$ cat src/design/sflash_host_pkg.sv
package sflash_host_pkg;

	// single-byte operation codes sent first in every frame
	localparam logic [7:0] OP_WR_EN = 8'h06;
	localparam logic [7:0] OP_WR_DIS = 8'h04;
	localparam logic [7:0] OP_VOL_EN = 8'h50;
	localparam logic [7:0] OP_RD_SR1 = 8'h05;
	localparam logic [7:0] OP_RD_SR2 = 8'h35;
	localparam logic [7:0] OP_RD_CR_A = 8'h45;
	localparam logic [7:0] OP_RD_CR_B = 8'h15;
	localparam logic [7:0] OP_WR_SR = 8'h01;
	localparam logic [7:0] OP_WR_SR2 = 8'h31;
	localparam logic [7:0] OP_WR_CR = 8'h11;
	localparam logic [7:0] OP_READ = 8'h03;
	localparam logic [7:0] OP_FAST = 8'h0B;
	localparam logic [7:0] OP_FAST_D = 8'h3B;
	localparam logic [7:0] OP_FAST_Q = 8'h6B;
	localparam logic [7:0] OP_WORD_Q = 8'hE7;
	localparam logic [7:0] OP_OCT_Q = 8'hE3;
	localparam logic [7:0] OP_IO_D = 8'hBB;
	localparam logic [7:0] OP_IO_Q = 8'hEB;
	localparam logic [7:0] OP_PROG = 8'h02;
	localparam logic [7:0] OP_PROG_D = 8'hA2;
	localparam logic [7:0] OP_PROG_Q = 8'h32;
	localparam logic [7:0] OP_ER_PAGE = 8'h81;
	localparam logic [7:0] OP_ER_SECT = 8'h20;
	localparam logic [7:0] OP_ER_32K = 8'h52;
	localparam logic [7:0] OP_ER_64K = 8'hD8;
	localparam logic [7:0] OP_ER_CHIP_A = 8'hC7;
	localparam logic [7:0] OP_ER_CHIP_B = 8'h60;
	localparam logic [7:0] OP_ID_MD = 8'h90;
	localparam logic [7:0] OP_ID_MD_D = 8'h92;
	localparam logic [7:0] OP_ID_MD_Q = 8'h94;
	localparam logic [7:0] OP_ID_JED = 8'h9F;
	localparam logic [7:0] OP_UID = 8'h4B;
	localparam logic [7:0] OP_RST_EN = 8'h66;
	localparam logic [7:0] OP_RST = 8'h99;
	localparam logic [7:0] OP_SUSP_A = 8'h75;
	localparam logic [7:0] OP_SUSP_B = 8'hB0;
	localparam logic [7:0] OP_RESUME_A = 8'h7A;
	localparam logic [7:0] OP_RESUME_B = 8'h30;
	localparam logic [7:0] OP_DPD = 8'hB9;
	localparam logic [7:0] OP_RDP = 8'hAB;
	localparam logic [7:0] OP_QUAD_ON = 8'h38;
	localparam logic [7:0] OP_QUAD_OFF = 8'hFF;

	// lane counts of a phase, and the address byte count
	localparam logic [2:0] W1 = 3'h1;
	localparam logic [2:0] W2 = 3'h2;
	localparam logic [2:0] W4 = 3'h4;
	localparam logic [1:0] ADDR_BYTES = 2'h3;

	// pins between frames: hold and protect lines driven high
	localparam logic [7:0] PINS_IDLE = 8'hCC;

	// timing
	localparam int unsigned CLK_PERIOD_NS = 40;
	localparam int unsigned SCLK_HALF_NS = 160;
	localparam int unsigned SCLK_HALF_CYC = SCLK_HALF_NS / CLK_PERIOD_NS;
	localparam int unsigned CS_HIGH_NS = 100;
	localparam int unsigned CS_HIGH_CYC =
		(CS_HIGH_NS + CLK_PERIOD_NS - 1) / CLK_PERIOD_NS;

	typedef enum logic [1:0] {
		DIR_NONE = 2'h0,
		DIR_READ = 2'h1,
		DIR_WRITE = 2'h2
	} dir_t;

	typedef enum logic [2:0] {
		PH_OP = 3'h0,
		PH_ADDR = 3'h1,
		PH_MODE = 3'h2,
		PH_DUMMY = 3'h3,
		PH_DATA = 3'h4,
		PH_END = 3'h5
	} phase_t;

	typedef enum logic [1:0] {
		ST_IDLE = 2'h0,
		ST_SHIFT = 2'h1,
		ST_GAP = 2'h2
	} state_t;

endpackage

$ cat src/design/sflash_host_ctrl.sv
module sflash_host_ctrl import sflash_host_pkg::*; (
	input wire logic ref_clk_in,
	input wire logic arst_n_in,
	input wire logic req_in,
	input wire logic [7:0] opcode_in,
	input wire logic [23:0] addr_in,
	input wire logic [7:0] mode_in,
	input wire logic [15:0] len_in,
	input wire logic [7:0] wr_data_in,
	output logic ready_out,
	output logic wr_take_out,
	output logic [7:0] rd_data_out,
	output logic rd_valid_out,
	output logic done_out,
	output logic reject_out,
	output logic quad_mode_out,
	output logic cs_n_out,
	output logic sclk_out,
	output logic [3:0] sio_out,
	output logic [3:0] sio_oe_out,
	input wire logic [3:0] sio_in
);

	state_t state_q;
	phase_t phase_q;
	dir_t dir_q;
	logic [2:0] div_q;
	logic [2:0] bitc_q;
	logic [2:0] bits_q;
	logic [1:0] gap_q;
	logic [15:0] cnt_q;
	logic [15:0] len_q;
	logic [7:0] tx_q;
	logic [7:0] rx_q;
	logic [7:0] op_q;
	logic [7:0] mode_q;
	logic [23:0] addr_q;
	logic [3:0] sync1_q;
	logic [3:0] sync2_q;
	logic [1:0] n_addr_q;
	logic [1:0] n_dummy_q;
	logic has_mode_q;
	logic needs_latch_q;
	logic [2:0] aw_q;
	logic [2:0] dw_q;
	logic write_latch_flag_q;
	logic dpd_q;
	logic arm_q;
	logic f_known;
	logic f_latch;
	logic f_mode;
	logic [1:0] f_n_addr;
	logic [1:0] f_n_dummy;
	dir_t f_dir;
	logic [2:0] f_aw;
	logic [2:0] f_dw;

	sflash_op_format u_fmt (
		.opcode_in(opcode_in),
		.known_out(f_known),
		.needs_latch_out(f_latch),
		.has_mode_out(f_mode),
		.n_addr_out(f_n_addr),
		.n_dummy_out(f_n_dummy),
		.dir_out(f_dir),
		.addr_w_out(f_aw),
		.data_w_out(f_dw)
	);

	// lanes used by a phase
	function automatic logic [2:0] width_of(input phase_t p, input logic q,
			input logic [2:0] aw, input logic [2:0] dw);
		if (q)
			return W4;
		if (p == PH_OP)
			return W1;
		if (p == PH_DATA)
			return dw;
		return aw;
	endfunction

	// {enables, levels} for the top bits of a byte
	function automatic logic [7:0] pins(input logic [7:0] b,
			input logic [2:0] w, input logic drv);
		if (w == W4)
			return drv ? {4'hF, b[7:4]} : 8'h00;
		if (w == W2)
			return drv ? {4'hF, 2'h3, b[7:6]} : 8'hCC;
		return {4'hD, 3'h6, b[7]};
	endfunction

	// request checks before a frame opens
	wire logic bare_rdp = opcode_in == OP_RDP && len_in == 16'h0000;
	wire logic refuse = !f_known ||
		(dpd_q && opcode_in != OP_RDP) ||
		(f_latch && !write_latch_flag_q) ||
		(opcode_in == OP_RST && !arm_q) ||
		(f_dir == DIR_WRITE && len_in == 16'h0000);
	wire logic start = state_q == ST_IDLE && req_in && !refuse;

	// clock edge strobes
	wire logic tick = div_q == 3'(SCLK_HALF_CYC - 1);
	wire logic rise = state_q == ST_SHIFT && tick && !sclk_out;
	wire logic fall = state_q == ST_SHIFT && tick && sclk_out;
	wire logic [2:0] cur_w = width_of(phase_q, quad_mode_out, aw_q, dw_q);
	wire logic last_clk = (cur_w == W4) ? bitc_q == 3'h1 :
		(cur_w == W2) ? bitc_q == 3'h3 : bitc_q == 3'h7;
	wire logic byte_end = fall && last_clk;

	// phase sequencing
	wire logic has_data = dir_q != DIR_NONE && len_q != 16'h0000;
	wire logic [15:0] cnt_inc = cnt_q + 16'h0001;
	wire logic [15:0] phase_len = (phase_q == PH_ADDR) ? {14'h0000, n_addr_q} :
		(phase_q == PH_DUMMY) ? {14'h0000, n_dummy_q} :
		(phase_q == PH_DATA) ? len_q : 16'h0001;
	wire logic byte_last = cnt_inc == phase_len;
	phase_t after_dummy;
	phase_t after_mode;
	phase_t after_addr;
	phase_t after_cur;
	phase_t nxt_phase;
	assign after_dummy = has_data ? PH_DATA : PH_END;
	assign after_mode = (n_dummy_q != 2'h0) ? PH_DUMMY : after_dummy;
	assign after_addr = has_mode_q ? PH_MODE : after_mode;
	assign after_cur = (phase_q == PH_OP) ?
		((n_addr_q != 2'h0) ? PH_ADDR : after_addr) :
		(phase_q == PH_ADDR) ? after_addr :
		(phase_q == PH_MODE) ? after_mode :
		(phase_q == PH_DUMMY) ? after_dummy : PH_END;
	assign nxt_phase = byte_last ? after_cur : phase_q;
	wire logic [15:0] nxt_cnt = byte_last ? 16'h0000 : cnt_inc;
	wire logic frame_end = byte_end && nxt_phase == PH_END;

	// next byte to shift and its pin pattern
	wire logic [7:0] addr_byte = (nxt_cnt == 16'h0000) ? addr_q[23:16] :
		(nxt_cnt == 16'h0001) ? addr_q[15:8] : addr_q[7:0];
	wire logic [7:0] nxt_byte = (nxt_phase == PH_ADDR) ? addr_byte :
		(nxt_phase == PH_MODE) ? mode_q :
		(nxt_phase == PH_DATA && dir_q == DIR_WRITE) ? wr_data_in : 8'h00;
	wire logic [2:0] nxt_w = width_of(nxt_phase, quad_mode_out, aw_q, dw_q);
	wire logic nxt_drv = !(nxt_phase == PH_DATA && dir_q == DIR_READ) &&
		!(nxt_phase == PH_DUMMY && nxt_w != W1);
	wire logic cur_drv = !(phase_q == PH_DATA && dir_q == DIR_READ) &&
		!(phase_q == PH_DUMMY && cur_w != W1);
	wire logic [7:0] nxt_pins = (nxt_phase == PH_END) ? PINS_IDLE :
		pins(nxt_byte, nxt_w, nxt_drv);
	// next lower bits move to the top
	wire logic [7:0] tx_shift = tx_q << cur_w;
	wire logic [7:0] cur_pins = pins(tx_shift, cur_w, cur_drv);
	wire logic [7:0] start_pins = pins(opcode_in,
		quad_mode_out ? W4 : W1, 1'b1);
	wire logic [7:0] rx_next = (cur_w == W4) ? {rx_q[3:0], sync2_q} :
		(cur_w == W2) ? {rx_q[5:0], sync2_q[1:0]} : {rx_q[6:0], sync2_q[1]};

	state_t state_d;
	assign state_d = (state_q == ST_IDLE) ? (start ? ST_SHIFT : ST_IDLE) :
		(state_q == ST_SHIFT) ? (frame_end ? ST_GAP : ST_SHIFT) :
		(gap_q == 2'(CS_HIGH_CYC - 1)) ? ST_IDLE : ST_GAP;

	// pin input synchroniser
	always_ff @(posedge ref_clk_in or negedge arst_n_in) begin
		if (!arst_n_in) begin
			sync1_q <= 4'h0;
			sync2_q <= 4'h0;
		end else begin
			sync1_q <= sio_in;
			sync2_q <= sync1_q;
		end
	end

	// frame state and deselect gap
	always_ff @(posedge ref_clk_in or negedge arst_n_in) begin
		if (!arst_n_in) begin
			state_q <= ST_IDLE;
			ready_out <= 1'b0;
			gap_q <= 2'h0;
		end else begin
			state_q <= state_d;
			ready_out <= state_d == ST_IDLE;
			gap_q <= (state_q == ST_GAP) ? gap_q + 2'h1 : 2'h0;
		end
	end

	// shift clock divider, idle low
	always_ff @(posedge ref_clk_in or negedge arst_n_in) begin
		if (!arst_n_in) begin
			div_q <= 3'h0;
			sclk_out <= 1'b0;
		end else begin
			div_q <= (state_q == ST_SHIFT && !tick) ? div_q + 3'h1 : 3'h0;
			if (rise)
				sclk_out <= 1'b1;
			else if (fall)
				sclk_out <= 1'b0;
		end
	end

	// request capture
	always_ff @(posedge ref_clk_in or negedge arst_n_in) begin
		if (!arst_n_in) begin
			op_q <= 8'h00;
			addr_q <= 24'h000000;
			mode_q <= 8'h00;
			len_q <= 16'h0000;
			n_addr_q <= 2'h0;
			n_dummy_q <= 2'h0;
			has_mode_q <= 1'b0;
			needs_latch_q <= 1'b0;
			dir_q <= DIR_NONE;
			aw_q <= W1;
			dw_q <= W1;
		end else if (start) begin
			op_q <= opcode_in;
			addr_q <= addr_in;
			mode_q <= mode_in;
			len_q <= len_in;
			n_addr_q <= bare_rdp ? 2'h0 : f_n_addr;
			n_dummy_q <= f_n_dummy;
			has_mode_q <= f_mode;
			needs_latch_q <= f_latch;
			dir_q <= bare_rdp ? DIR_NONE : f_dir;
			aw_q <= f_aw;
			dw_q <= f_dw;
		end
	end

	// bit shifting; data changes at frame start and on falling edges
	always_ff @(posedge ref_clk_in or negedge arst_n_in) begin
		if (!arst_n_in) begin
			cs_n_out <= 1'b1;
			phase_q <= PH_END;
			cnt_q <= 16'h0000;
			bitc_q <= 3'h0;
			tx_q <= 8'h00;
			{sio_oe_out, sio_out} <= PINS_IDLE;
		end else if (start) begin
			cs_n_out <= 1'b0;
			phase_q <= PH_OP;
			cnt_q <= 16'h0000;
			bitc_q <= 3'h0;
			tx_q <= opcode_in;
			{sio_oe_out, sio_out} <= start_pins;
		end else if (byte_end) begin
			// select rises only on a byte end
			cs_n_out <= nxt_phase == PH_END;
			phase_q <= nxt_phase;
			cnt_q <= nxt_cnt;
			bitc_q <= 3'h0;
			tx_q <= nxt_byte;
			{sio_oe_out, sio_out} <= nxt_pins;
		end else if (fall) begin
			// new bits settle before next rise
			bitc_q <= bitc_q + 3'h1;
			tx_q <= tx_shift;
			{sio_oe_out, sio_out} <= cur_pins;
		end
	end

	// read capture at rising edges and bit tally
	always_ff @(posedge ref_clk_in or negedge arst_n_in) begin
		if (!arst_n_in) begin
			rx_q <= 8'h00;
			bits_q <= 3'h0;
		end else if (start) begin
			bits_q <= 3'h0;
		end else if (rise) begin
			rx_q <= rx_next;
			bits_q <= bits_q + cur_w;
		end
	end

	// user strobes
	always_ff @(posedge ref_clk_in or negedge arst_n_in) begin
		if (!arst_n_in) begin
			rd_valid_out <= 1'b0;
			rd_data_out <= 8'h00;
			wr_take_out <= 1'b0;
			done_out <= 1'b0;
			reject_out <= 1'b0;
		end else begin
			// host ends reads after len bytes
			rd_valid_out <= byte_end && phase_q == PH_DATA &&
				dir_q == DIR_READ;
			if (byte_end)
				rd_data_out <= rx_q;
			wr_take_out <= byte_end && nxt_phase == PH_DATA &&
				dir_q == DIR_WRITE;
			done_out <= frame_end;
			reject_out <= state_q == ST_IDLE && req_in && refuse;
		end
	end

	// shadow of device modes, updated as each frame completes
	always_ff @(posedge ref_clk_in or negedge arst_n_in) begin
		if (!arst_n_in) begin
			write_latch_flag_q <= 1'b0;
			dpd_q <= 1'b0;
			arm_q <= 1'b0;
			quad_mode_out <= 1'b0;
		end else if (frame_end) begin
			if (op_q == OP_WR_EN || op_q == OP_VOL_EN)
				write_latch_flag_q <= 1'b1;
			else if (op_q == OP_WR_DIS || needs_latch_q || op_q == OP_RST)
				write_latch_flag_q <= 1'b0;
			dpd_q <= (op_q == OP_DPD) || (dpd_q && op_q != OP_RDP);
			arm_q <= op_q == OP_RST_EN;
			if (op_q == OP_QUAD_ON)
				quad_mode_out <= 1'b1;
			else if (op_q == OP_QUAD_OFF || op_q == OP_RST)
				quad_mode_out <= 1'b0;
		end
	end
endmodule

$ cat src/design/sflash_op_format.sv
module sflash_op_format import sflash_host_pkg::*; (
	input wire logic [7:0] opcode_in,
	output logic known_out,
	output logic needs_latch_out,
	output logic has_mode_out,
	output logic [1:0] n_addr_out,
	output logic [1:0] n_dummy_out,
	output dir_t dir_out,
	output logic [2:0] addr_w_out,
	output logic [2:0] data_w_out
);

	// frame layout of each known operation code
	always_comb begin
		known_out = 1'b1;
		needs_latch_out = 1'b0;
		has_mode_out = 1'b0;
		n_addr_out = 2'h0;
		n_dummy_out = 2'h0;
		dir_out = DIR_NONE;
		addr_w_out = W1;
		data_w_out = W1;
		case (opcode_in)
			OP_WR_EN, OP_WR_DIS, OP_VOL_EN, OP_RST_EN, OP_RST, OP_SUSP_A,
			OP_SUSP_B, OP_RESUME_A, OP_RESUME_B, OP_DPD, OP_QUAD_ON,
			OP_QUAD_OFF: begin
				known_out = 1'b1;
			end
			OP_RD_SR1, OP_RD_SR2, OP_RD_CR_A, OP_RD_CR_B, OP_ID_JED: begin
				dir_out = DIR_READ;
			end
			OP_WR_SR, OP_WR_SR2, OP_WR_CR: begin
				dir_out = DIR_WRITE;
				needs_latch_out = 1'b1;
			end
			OP_READ, OP_ID_MD, OP_RDP: begin
				n_addr_out = ADDR_BYTES;
				dir_out = DIR_READ;
			end
			OP_FAST, OP_FAST_D, OP_FAST_Q, OP_UID: begin
				n_addr_out = ADDR_BYTES;
				n_dummy_out = 2'h1;
				dir_out = DIR_READ;
				data_w_out = (opcode_in == OP_FAST_D) ? W2 :
					(opcode_in == OP_FAST_Q) ? W4 : W1;
			end
			OP_IO_D, OP_ID_MD_D: begin
				n_addr_out = ADDR_BYTES;
				has_mode_out = 1'b1;
				dir_out = DIR_READ;
				addr_w_out = W2;
				data_w_out = W2;
			end
			OP_IO_Q, OP_ID_MD_Q, OP_WORD_Q, OP_OCT_Q: begin
				n_addr_out = ADDR_BYTES;
				has_mode_out = 1'b1;
				n_dummy_out = (opcode_in == OP_WORD_Q) ? 2'h1 :
					(opcode_in == OP_OCT_Q) ? 2'h0 : 2'h2;
				dir_out = DIR_READ;
				addr_w_out = W4;
				data_w_out = W4;
			end
			OP_PROG, OP_PROG_D, OP_PROG_Q: begin
				n_addr_out = ADDR_BYTES;
				dir_out = DIR_WRITE;
				needs_latch_out = 1'b1;
				data_w_out = (opcode_in == OP_PROG_D) ? W2 :
					(opcode_in == OP_PROG_Q) ? W4 : W1;
			end
			OP_ER_PAGE, OP_ER_SECT, OP_ER_32K, OP_ER_64K: begin
				n_addr_out = ADDR_BYTES;
				needs_latch_out = 1'b1;
			end
			OP_ER_CHIP_A, OP_ER_CHIP_B: begin
				needs_latch_out = 1'b1;
			end
			default: begin
				known_out = 1'b0;
			end
		endcase
	end

endmodule

$ cat config.mk
export PLATFORM = sky130hd
export DESIGN_NAME = sflash_host_ctrl
export DESIGN_NICKNAME = d
export VERILOG_FILES = /design/src/design/sflash_host_pkg.sv /design/src/design/sflash_host_ctrl.sv /design/src/design/sflash_op_format.sv
export SDC_FILE = /design/constraint.sdc
export NUM_CORES = 1
export LEC_CHECK = 0
export BUFFER_PORTS_ARGS = -buffer_cell sky130_fd_sc_hd__buf_2
export CORE_MARGIN = 5
export CORE_UTILIZATION = 34
export CTS_CLUSTER_DIAMETER = 200
export DETAILED_ROUTE_END_ITERATION = 10
export HOLD_SLACK_MARGIN = 0.03
export PLACE_DENSITY = 0.6
export SYNTH_ARGS = -nofsm -noshare
export SYNTH_HDL_FRONTEND = slang
export SYNTH_SLANG_ARGS = --single-unit
$ cat constraint.sdc
create_clock -name ref_clk_in -period 4.1 [get_ports ref_clk_in]
set_input_delay 0.41 -clock ref_clk_in [delete_from_list [all_inputs] [get_ports ref_clk_in]]
set_output_delay 0.41 -clock ref_clk_in [all_outputs]
set_load 0.005 [all_outputs]
==> metrics.cfg, run 1 <==
[outcome]
status = finished clean

[sta]
relSlewSlack_pct = 51.7
hold_violations = 0
rsz0062_at_grt = true
fin_ws_ps = 115
clock_skew_ps = 16.8
fmax_mhz = 251
max_slew.worst_pin.slew_ps = 724
finalSetupViolCount = 0
fin_crit_sh_pct = 97.2
post-route-min-period_ps = 3980
slew_viol_final = 0

[cts]
cts.sinks = 148
cts_root_buf = clkbuf_16
cts_buffers = 17
cts_tree = done
clk_pin_slew_ps = 70
cts_max_level = 4
clkLatencyLatePin_ps = 430
clockBufferDepth = 2

[grt]
antenna_found_initial = 0
grt_use_total_pct = 17.9
gr-total-overflow = 0
grt_pass1_vias = 8074
grt_pass1_wl_mm = 42.7
grt_max_degree = 76

[placed_design]
dp_slack_ps = 32.7
gp_congestion = 0.930
port_buffers = 94
post-dp-hpwl_mm = 19.5
post_dp_cell_area_um2 = 10100

[worst_setup_path]
slowest_delay_ps = 370
worstSetupStartpointType = register
cp.buffers_inverters = 6
worst-endpoint-arrival_ps = 4320
crit_type = reg -> reg
cp_max_fo = 7
crit_family = compound AO/OA/AOI/OAI gates
worstSetupEndpointType = register
crit_top_cell = buf_4
worst_ep_required_time_ps = 4430
path_cells = ha_2 > buf_4 > nand3_2 > nor3_2 > xor2_1 > a2111oi_2 > or3_1 > nor4bb_4 > buf_4 > buf_4 > clkbuf_16 > buf_4 > a22oi_1 > buf_4 > o22ai_1 > a221o_1 > a211o_1 > a221oi_2
slowest_stage = dfrtp_1

[min_path]
min_path_type = in -> reg

[routing]
wl_mm = 26.6
wl_met1_mm = 12.1
first_pass_iters = 4
route.met3.wl_mm = 1.62
drt_iter0_drc = 612
ant_nets = 0
viasPerCell = 5.43
wl_per_cell_um = 17.1
route.detailed.drc = 0
vias = 8431
met2_length_mm = 12.2
top_layer_used = met4

[yosys]
syn_area_per_cell_um2 = 8.31
syn_nets = 1155
ys_ff_latch = 148
yosysMostFrequentCell = nand2_1
async_flop_share_pct = 100
synthTopCellsByCount = 281 x nand2_1, 140 x dfrtp_1, 68 x o21ai_0
ys_top_cells_by_area = dfrtp_1 39%, nand2_1 12%, o21ai_0 3.8%
yosys_warnings = 0
ys_seq_area_share_pct = 41.4
synth-edff-count = 0
synth_top_area_cell = dfrtp_1
synth.distinct_cells = 90
syn-cell-area_um2 = 8970
synth_top_flop_cell = dfrtp_1
synth_cells = 1079
synth_top_area_share_pct = 39.1

[finish]
areaGrowthSynthToFinish_pct = 22.3
diodes = 0
finalNetCount = 1281
n_fill_cell = 2651
multi_input_area_um2 = 5000
seq_area_um2 = 3720
final_layout_size_suffix_gt1_share_pct = 23.2
finalInstanceArea_um2 = 11000

[power]
ir_worst_vdd_uv = 255
p_per_area_nw_per_um2 = 292
cellLeakagePower_nw = 5.17

[die]
coreArea_um2 = 26000
die-area_um2 = 29700
die_height_um = 172
placementRows = 59
die_width_um = 172
ios = 95
start_util_pct = 34.5

[job]
maxCapViolations = 0

## sequential cells by signal (all words and copies together), names as in the netlist, 8 cells and up
signal	cells
mode_q	8
tx_q	8
rx_q	8
cnt_q	16
op_q	8
len_q	16
addr_q	24
rd_data_out	8
## layout by cell type, fill, tap and decap left out, types with 7 or more instances in the layout
cell and instances:
a21oi_1 57, nor4_1 14, xor2_1 10, mux2i_1 19, o31ai_1 9, nand2b_1 9, dfstp_2 8, buf_2 93
buf_4 76, dfrtp_1 137, o21ai_0 67, nor3_1 20, nand2_1 281, inv_1 24, nor2_1 66, nor2b_1 16
mux2_2 10, a31oi_1 14, clkbuf_16 18, and3_1 10, xnor2_1 10, nand3_1 19, a22oi_1 7, o22ai_1 12
nand4_1 15, a22o_1 7
## kinds of logic (layout without fill, tap and decap cells)
group	after synthesis	count (layout)	synth area share, %
simple gates	519	520	27.7
compound gates	258	258	19.4
flops	148	148	41.4
buf+inv	95	233	4.52
mux	29	29	3.38
xor+xnor	25	25	2.90
fa+ha+maj	5	5	0.697
## routing by layer
layer / track usage (%) / vias up
met3: 3.57 / 38
met1: 24.7 / 4032
met4: 6.15 / 0
met2: 28.0 / 264
li1: - / 4097
met5: 0 / -
## stage by stage
stage                     hold WS (ps)  setup TNS, ps  utilization (%)  total power [mW]  std cells
after CTS                         75.0              0             41.1              3.23       1535
after detailed placement           336              0             38.7              1.64       1502
after global placement             335              0             38.7              1.64       1502
final                             93.1              0             42.2              3.20       1553
after floorplan                    114              0                -              1.55       1079
after global routing              70.6          -58.2             42.2              3.31       1553
## report_power, final
part	switching, mW	internal [mW]	leakage [nW]
clock network	0.693	0.891	0.292
logic	0.0901	0.0494	3.00
registers	0.00649	1.47	1.88
total	0.790	2.41	5.17
## repair_timing
item,in CTS,in global routing
setup buffers,0,16
endpoints found under the hold margin,6,0
hold buffers,1,0
endpoints found under the setup margin,1,12
pin swaps,0,18
gates cloned,0,2
gates resized for setup,1,31
## worst paths after layout
kind / start / depth (start not counted) / to / slack [ps]
max: cnt_q[0] / 18 / sio_out[1] / 120
min in group asynchronous: arst_n_in / 2 / len_q[2] / 550
min reg2reg: sync1_q[1] / 0 / sync2_q[1] / 350
max reg2reg: cnt_q[0] / 18 / sio_out[1] / 120
max in group asynchronous: arst_n_in / 3 / dw_q[0] / 2690
min: sio_in[1] / 1 / sync1_q[1] / 90
## layout make-up
type,instances,area share [%]
multi-input cells,837,45.6
inverters,25,0.855
repair buffers,176,10.4
flip-flops and latches,148,33.9
well taps,335,3.82
clock inverters,13,1.30
clock buffers,19,4.13
Power figures use the tool's default switching activity.
==> run 2, diff against run 1 <==
--- a/config.mk
+++ b/config.mk
@@ -14,4 +14,5 @@
 export PLACE_DENSITY = 0.6
 export SYNTH_ARGS = -nofsm -noshare
 export SYNTH_HDL_FRONTEND = slang
+export SYNTH_HIERARCHICAL = 1
 export SYNTH_SLANG_ARGS = --single-unit
==> metrics.cfg, run 2 <==
[worst_setup_path]
slowest_stage = dfstp_2
worst_ep_required_time_ps = 4410  ; -20 ps
worstSetupEndpointType = register
crit_family = simple AND/OR/NAND/NOR gates
cp_max_fo = 10  ; +3
slowest_delay_ps = 660  ; +290 ps
crit_top_cell = or4_4
cp.buffers_inverters = 1  ; -5
path_cells = nor2_2 > a222oi_1 > xnor2_1 > or4_4 > or4_4 > nor4_4 > buf_6 > mux2_4 > a311o_1 > nand3_2 > mux2_2 > o21a_1
rr_worst_depth = 12  ; -6
crit_type = reg -> reg
rr_startpoint = phase_q[0]
reg2reg_slack_ps = 130  ; +20 ps
reg2reg_to = sio_out[1]
worstSetupStartpointType = register
worst-endpoint-arrival_ps = 4280  ; -40 ps

[cts]
cts.sinks = 149  ; +0.68%
clk_pin_slew_ps = 70  ; about the same
cts_root_buf = clkbuf_16
clockBufferDepth = 2  ; unchanged
clkLatencyLatePin_ps = 430  ; about the same
cts_buffers = 17  ; unchanged
cts_max_level = 4  ; unchanged
cts_tree = done

[yosys]
ys_seq_area_share_pct = 40.6  ; -0.81 points
yosysMostFrequentCell = nand2_1
yosys_warnings = 6  ; +6
ys_ff_latch = 149  ; +0.68%
synth_top_flop_cell = dfrtp_1
synth_top_area_share_pct = 38.3  ; -0.75 points
syn_area_per_cell_um2 = 8.21  ; -1.2%
synth-edff-count = 0  ; unchanged
syn-cell-area_um2 = 9210  ; +2.7%
synth_cells = 1122  ; +4.0%
synth.distinct_cells = 99  ; +10%
syn_nets = 1198  ; +3.7%
ys_top_cells_by_area = dfrtp_1 38%, nand2_1 12%, o21ai_0 3.8%
synth_top_area_cell = dfrtp_1
async_flop_share_pct = 100  ; unchanged
synthTopCellsByCount = 295 x nand2_1, 141 x dfrtp_1, 76 x nor2_1

[die]
die_height_um = 175  ; +1.3%
placementRows = 60  ; +1.7%
die_width_um = 175  ; +1.3%
die-area_um2 = 30500  ; +2.5%
start_util_pct = 34.4  ; -0.15 points
ios = 95  ; unchanged
coreArea_um2 = 26800  ; +3.1%

[finish]
largestRegisters = addr_q: 24 flops, cnt_q: 16 flops, len_q: 16 flops
largest-register = addr_q
final_common_cell = nand2_1
finalInstanceArea_um2 = 10900  ; -0.49%
stdcell_count = 1578  ; +1.6%
finalNetCount = 1300  ; +1.5%
diodes = 0  ; unchanged
n_fill_cell = 2723  ; +2.7%
multi_input_area_um2 = 5050  ; +0.98%
seq_area_um2 = 3740  ; +0.61%
largest_reg_flops = 24  ; unchanged
mostFrequentLayoutCells = 295 x nand2_1, 140 x dfrtp_1, 93 x buf_2
final_layout_size_suffix_gt1_share_pct = 19.7  ; -3.4 points
post-route-util_pct = 40.7  ; -1.5 points
areaGrowthSynthToFinish_pct = 18.5

[sta]
fin_ws_ps = 132  ; +17.2 ps
finalSetupViolCount = 0  ; unchanged
fmax_mhz = 252  ; +0.43%
post-route-min-period_ps = 3970  ; -17.2 ps
fin_crit_sh_pct = 96.8  ; -0.42 points
clock_skew_ps = 9.44  ; -7.33 ps
hold_violations = 0  ; unchanged
hold_ws_ps = 44.7  ; -48.4 ps
rsz0062_at_grt = false
max_slew.worst_pin.slew_ps = 826  ; +102 ps
slew_viol_final = 0  ; unchanged
relSlewSlack_pct = 44.9  ; -6.8 points
setup_tns_ps = 0  ; unchanged

[placed_design]
port_buffers = 94  ; unchanged
post_dp_cell_area_um2 = 10200  ; +1.4%
post-dp-hpwl_mm = 19.6  ; +0.74%
place_inst = 1541  ; +2.6%
gp_congestion = 0.903  ; -2.8%
dp_slack_ps = 63.5  ; +30.9 ps

[routing]
vias = 8536  ; +1.2%
wl_mm = 26.7  ; +0.41%
viasPerCell = 5.41  ; -0.36%
first_pass_iters = 5  ; +1
wl_per_cell_um = 16.9  ; -1.2%
drt_iter0_drc = 628  ; +2.6%
route.detailed.drc = 0  ; unchanged
ant_nets = 0  ; unchanged

[job]
maxCapViolations = 0  ; unchanged

[grt]
grt_pass1_wl_mm = 43.3  ; +1.3%
grt_max_degree = 87  ; +14%
grt_pass1_vias = 8229  ; +1.9%
antenna_found_initial = 1  ; +1
grt_use_total_pct = 17.3  ; -0.61 points
gr-total-overflow = 0  ; unchanged

[min_path]
min_path_type = in -> async

[outcome]
status = finished clean

[power]
p_total_mw = 3.32  ; +3.8%
ir_worst_vdd_uv = 260  ; +1.9%
cellLeakagePower_nw = 5.22  ; +0.88%
p_per_area_nw_per_um2 = 304  ; +4.3%

## run 2: changes by cell type in the layout (fill, tap and decap cells not counted), sizes merged, moves of 5 or more
cell    change
a21oi      -16
and3b       +5
nor2b       -6
nor2        +9
o211ai      +9
mux2        -5
a21o        -5
xnor2       +5
nand2b      +9
buf        -16
nand2      +14
nand3      +12
nor3b       +5
## run 2: cell families after synthesis
kind of cell               synth area share [%]
AOI/OAI and AO/OA                          18.4
xor gates and xnor gates                   2.64
adders and majority gates                 0.679
buffers and inverters                      5.35
muxes                                      2.78
and+or+nand+nor                            29.6
DFF                                        40.6
## run 2: layer usage
layer	wire (µm)	global-route usage, %	vias up	share of wire (%)
met5	13	0	-	0.049
met3	1270	2.92	38	4.7
li1	-	-	4171	-
met1	12400	23.9	4078	46
met4	485	4.98	2	1.8
met2	12600	27.9	247	47
## run 2: area by class of cell
| cell class | count | share of cell area (%) |
|---|---|---|
| sequential | 149 | 34.3 |
| clock buffer | 21 | 4.13 |
| multi-input combinational | 869 | 46.2 |
| inverter | 29 | 1.02 |
| clock inverter | 11 | 1.60 |
| timing repair buffer | 158 | 8.84 |
| tap | 341 | 3.91 |
## run 2: report_power, final
part | internal [mW] | total (mW) | switching (mW)
registers | 1.48 | 1.48 | 0.00569
clock network | 1.04 | 1.69 | 0.646
logic | 0.0546 | 0.151 | 0.0962
## run 2: what timing repair did
item | CTS | global route
resized for setup | 0 | 10
setup buffers | 0 | 5
endpoints found under the setup margin | 0 | 14
hold buffers | 0 | 0
## run 2: worst register-to-register path: cells and delay by family, from the launching register on
family | cells | cell delay [ps]
xor gates and xnor gates | 1 | 110
buffers and inverters | 1 | 180
and+or+nand+nor | 5 | 1340
DFF | 1 | 660
AOI/OAI and AO/OA | 3 | 900
muxes | 2 | 660
## run 2: worst max path at each step
stage	startpoint	to	depth (start not counted)
2_1_floorplan	cnt_q[1]	sio_out[1]	14
3_3_place_gp	phase_q[2]	sio_out[1]	12
3_5_place_dp	phase_q[2]	sio_out[1]	12
4_1_cts	phase_q[2]	sio_out[1]	12
5_1_grt	phase_q[0]	sio_out[0]	13
6_report	phase_q[0]	sio_out[1]	12
==> run 3, diff against run 2 <==
--- a/config.mk
+++ b/config.mk
@@ -10,8 +10,9 @@
 export CORE_UTILIZATION = 34
 export CTS_CLUSTER_DIAMETER = 200
 export DETAILED_ROUTE_END_ITERATION = 10
-export HOLD_SLACK_MARGIN = 0.03
-export PLACE_DENSITY = 0.6
+export HOLD_SLACK_MARGIN = 0.08
+export MAX_ROUTING_LAYER = met4
+export PLACE_DENSITY = 0.58
 export SYNTH_ARGS = -nofsm -noshare
 export SYNTH_HDL_FRONTEND = slang
 export SYNTH_HIERARCHICAL = 1
==> constraint.sdc (replaced) <==
create_clock -name ref_clk_in -period 4 [get_ports ref_clk_in]
set_input_delay 0.4 -clock ref_clk_in [delete_from_list [all_inputs] [get_ports ref_clk_in]]
set_output_delay 0.4 -clock ref_clk_in [all_outputs]
set_load 0.005 [all_outputs]
==> metrics.cfg, run 3 (same netlist as run 2, synthesis figures left out) <==
[outcome]
status = finished clean

[grt]
grt_pass1_vias = 8355  ; +1.5%
antenna_found_initial = 0  ; -1
grt_use_total_pct = 18.3  ; +1.0 points
grt_pass1_wl_mm = 44.3  ; +2.3%
grt_max_degree = 99  ; +14%
gr-total-overflow = 0  ; unchanged

[sta]
post-route-min-period_ps = 3900  ; -68.1 ps
fmax_mhz = 256  ; +1.7%
hold_violations = 0  ; unchanged
rsz0062_at_grt = true
max_slew.worst_pin.slew_ps = 933  ; +107 ps
finalSetupViolCount = 0  ; unchanged
slew_viol_final = 0  ; unchanged
clock_skew_ps = 9.43  ; -0.00911 ps
setup_tns_ps = 0  ; unchanged
fin_crit_sh_pct = 97.5  ; +0.72 points
relSlewSlack_pct = 37.8  ; -7.2 points

[cts]
clk_pin_slew_ps = 70  ; about the same
cts_tree = done
cts_max_level = 4  ; unchanged
clockBufferDepth = 2  ; unchanged
cts_root_buf = clkbuf_16
clkLatencyLatePin_ps = 430  ; about the same
cts.sinks = 149  ; unchanged
cts_buffers = 17  ; unchanged

[die]
die_height_um = 175  ; unchanged
placementRows = 60  ; unchanged
die_width_um = 175  ; unchanged
die-area_um2 = 30500  ; unchanged
coreArea_um2 = 26800  ; unchanged
start_util_pct = 34.4  ; unchanged
ios = 95  ; unchanged

[finish]
final_common_cell = nand2_1
areaGrowthSynthToFinish_pct = 20.2
largest-register = addr_q
largestRegisters = addr_q: 24 flops, cnt_q: 16 flops, len_q: 16 flops
mostFrequentLayoutCells = 294 x nand2_1, 140 x dfrtp_1, 93 x buf_2
largest_reg_flops = 24  ; unchanged
finalNetCount = 1308  ; +0.62%
final_layout_size_suffix_gt1_share_pct = 20.7  ; +1.0 points
post-route-util_pct = 41.3  ; +0.57 points
diodes = 0  ; unchanged

[worst_setup_path]
worst-endpoint-arrival_ps = 4210  ; -70 ps
worst_ep_required_time_ps = 4310  ; -100 ps
rr_worst_depth = 12  ; unchanged
worstSetupEndpointType = register
cp_max_fo = 9  ; -1
crit_type = reg -> reg
worstSetupStartpointType = register

[job]
maxCapViolations = 0  ; unchanged

[routing]
ant_nets = 0  ; unchanged
wl_met1_mm = 12.8  ; +3.3%
route.detailed.drc = 0  ; unchanged
first_pass_iters = 5  ; unchanged
viasPerCell = 5.45  ; +0.75%
drt_iter0_drc = 741  ; +18%
route.met3.wl_mm = 1.35  ; +6.2%
top_layer_used = met4
wl_per_cell_um = 17.2  ; +1.5%
wl_mm = 27.3  ; +1.9%
vias = 8638  ; +1.2%
met2_length_mm = 12.5  ; -0.35%

[power]
power.internal_mw = 2.52  ; -2.1%
p_per_area_nw_per_um2 = 300  ; -1.3%
combPwrFrac_pct = 4.9  ; +0.4 points
p_total_mw = 3.32  ; about the same
switching_share_pct = 24.2  ; +1.7 points
ir_worst_vdd_uv = 251  ; -3.6%
seqPwrFrac_pct = 45.8  ; +1.1 points
p_switching_mw = 0.803  ; +7.4%
p_clk_share_pct = 49.4  ; -1.4 points
cellLeakagePower_nw = 5.26  ; +0.85%

[min_path]
min_path_type = in -> async

[placed_design]
port_buffers = 94  ; unchanged
gp_congestion = 0.896  ; -0.81%
post-dp-hpwl_mm = 20.0  ; +1.6%

-- run 3: cell count changes in the layout (fill, tap and decap cells not counted), sizes merged --
cell	change
dlygate4sd3	+3
clkinv	-3
inv	+3
clkinvlp	+3
buf	+3
bufinv	-2
-- run 3: final timing paths --
path / startpoint / endpoint / slack (ps)
max in group asynchronous: arst_n_in / dw_q[0] / 3060
worst max-delay path: phase_q[2] / sio_out[1] / 100
min in group ref_clk_in: sio_in[1] / sync1_q[1] / 90
worst max register to register: phase_q[2] / sio_out[1] / 100
worst min-delay path: arst_n_in / sync1_q[0] / 80
worst min register to register: sync1_q[2] / sync2_q[2] / 350
-- run 3: worst max-delay path, cell delays in order, from the launching register on --
cell	delay [ps]
dfstp_2	570
nor3b_4	190
nand2_1	100
xnor3_1	330
or4_1	530
or4_4	500
nor4_4	220
buf_12	180
mux2_4	310
a311o_1	280
nand3_2	100
mux2_4	300
o21a_1	170
-- run 3: per-stage QoR --
stage	setup WS, ps	instances	hold slack, ps	cell area [µm²]
2_1_floorplan	27.0	1122	104	9250
3_3_place_gp	87.5	1547	338	10300
3_5_place_dp	40.3	1547	338	10300
4_1_cts	25.6	1581	82.0	10900
5_1_grt	-22.1	1585	86.0	11100
6_report	100	1585	81.3	11100
-- run 3: power by group through the flow --
| stage | Clock [mW] | Sequential [mW] | Combinational, mW |
|---|---|---|---|
| after floorplan | 0 | 1.55 | 0.0713 |
| after global placement | 0 | 1.55 | 0.161 |
| after detailed placement | 0 | 1.55 | 0.161 |
| after CTS | 1.67 | 1.52 | 0.164 |
| after global routing | 1.74 | 1.52 | 0.181 |
| final | 1.64 | 1.52 | 0.162 |
-- run 3: layer usage --
layer	track usage [%]	vias up
li1	-	4181
met1	24.9	4149
met2	28.3	262
met3	2.44	46
met4	6.25	0
met5	-	-
-- run 3: repair_timing --
item / 4_1_cts / 5_1_grt
setup endpoints to repair: 0 / 15
setup buffers: 0 / 3
gates resized for setup: 0 / 19
hold buffers: 3 / 0
hold endpoints to repair: 3 / 0
-- run 3: final cells by class --
class,count,area [µm²]
fill,2689,15700
sequential,149,3740
inverter,29,111
tap,341,427
clock buffer,19,443
timing repair buffer,166,1110
clock inverter,12,144
multi-input combinational,869,5090
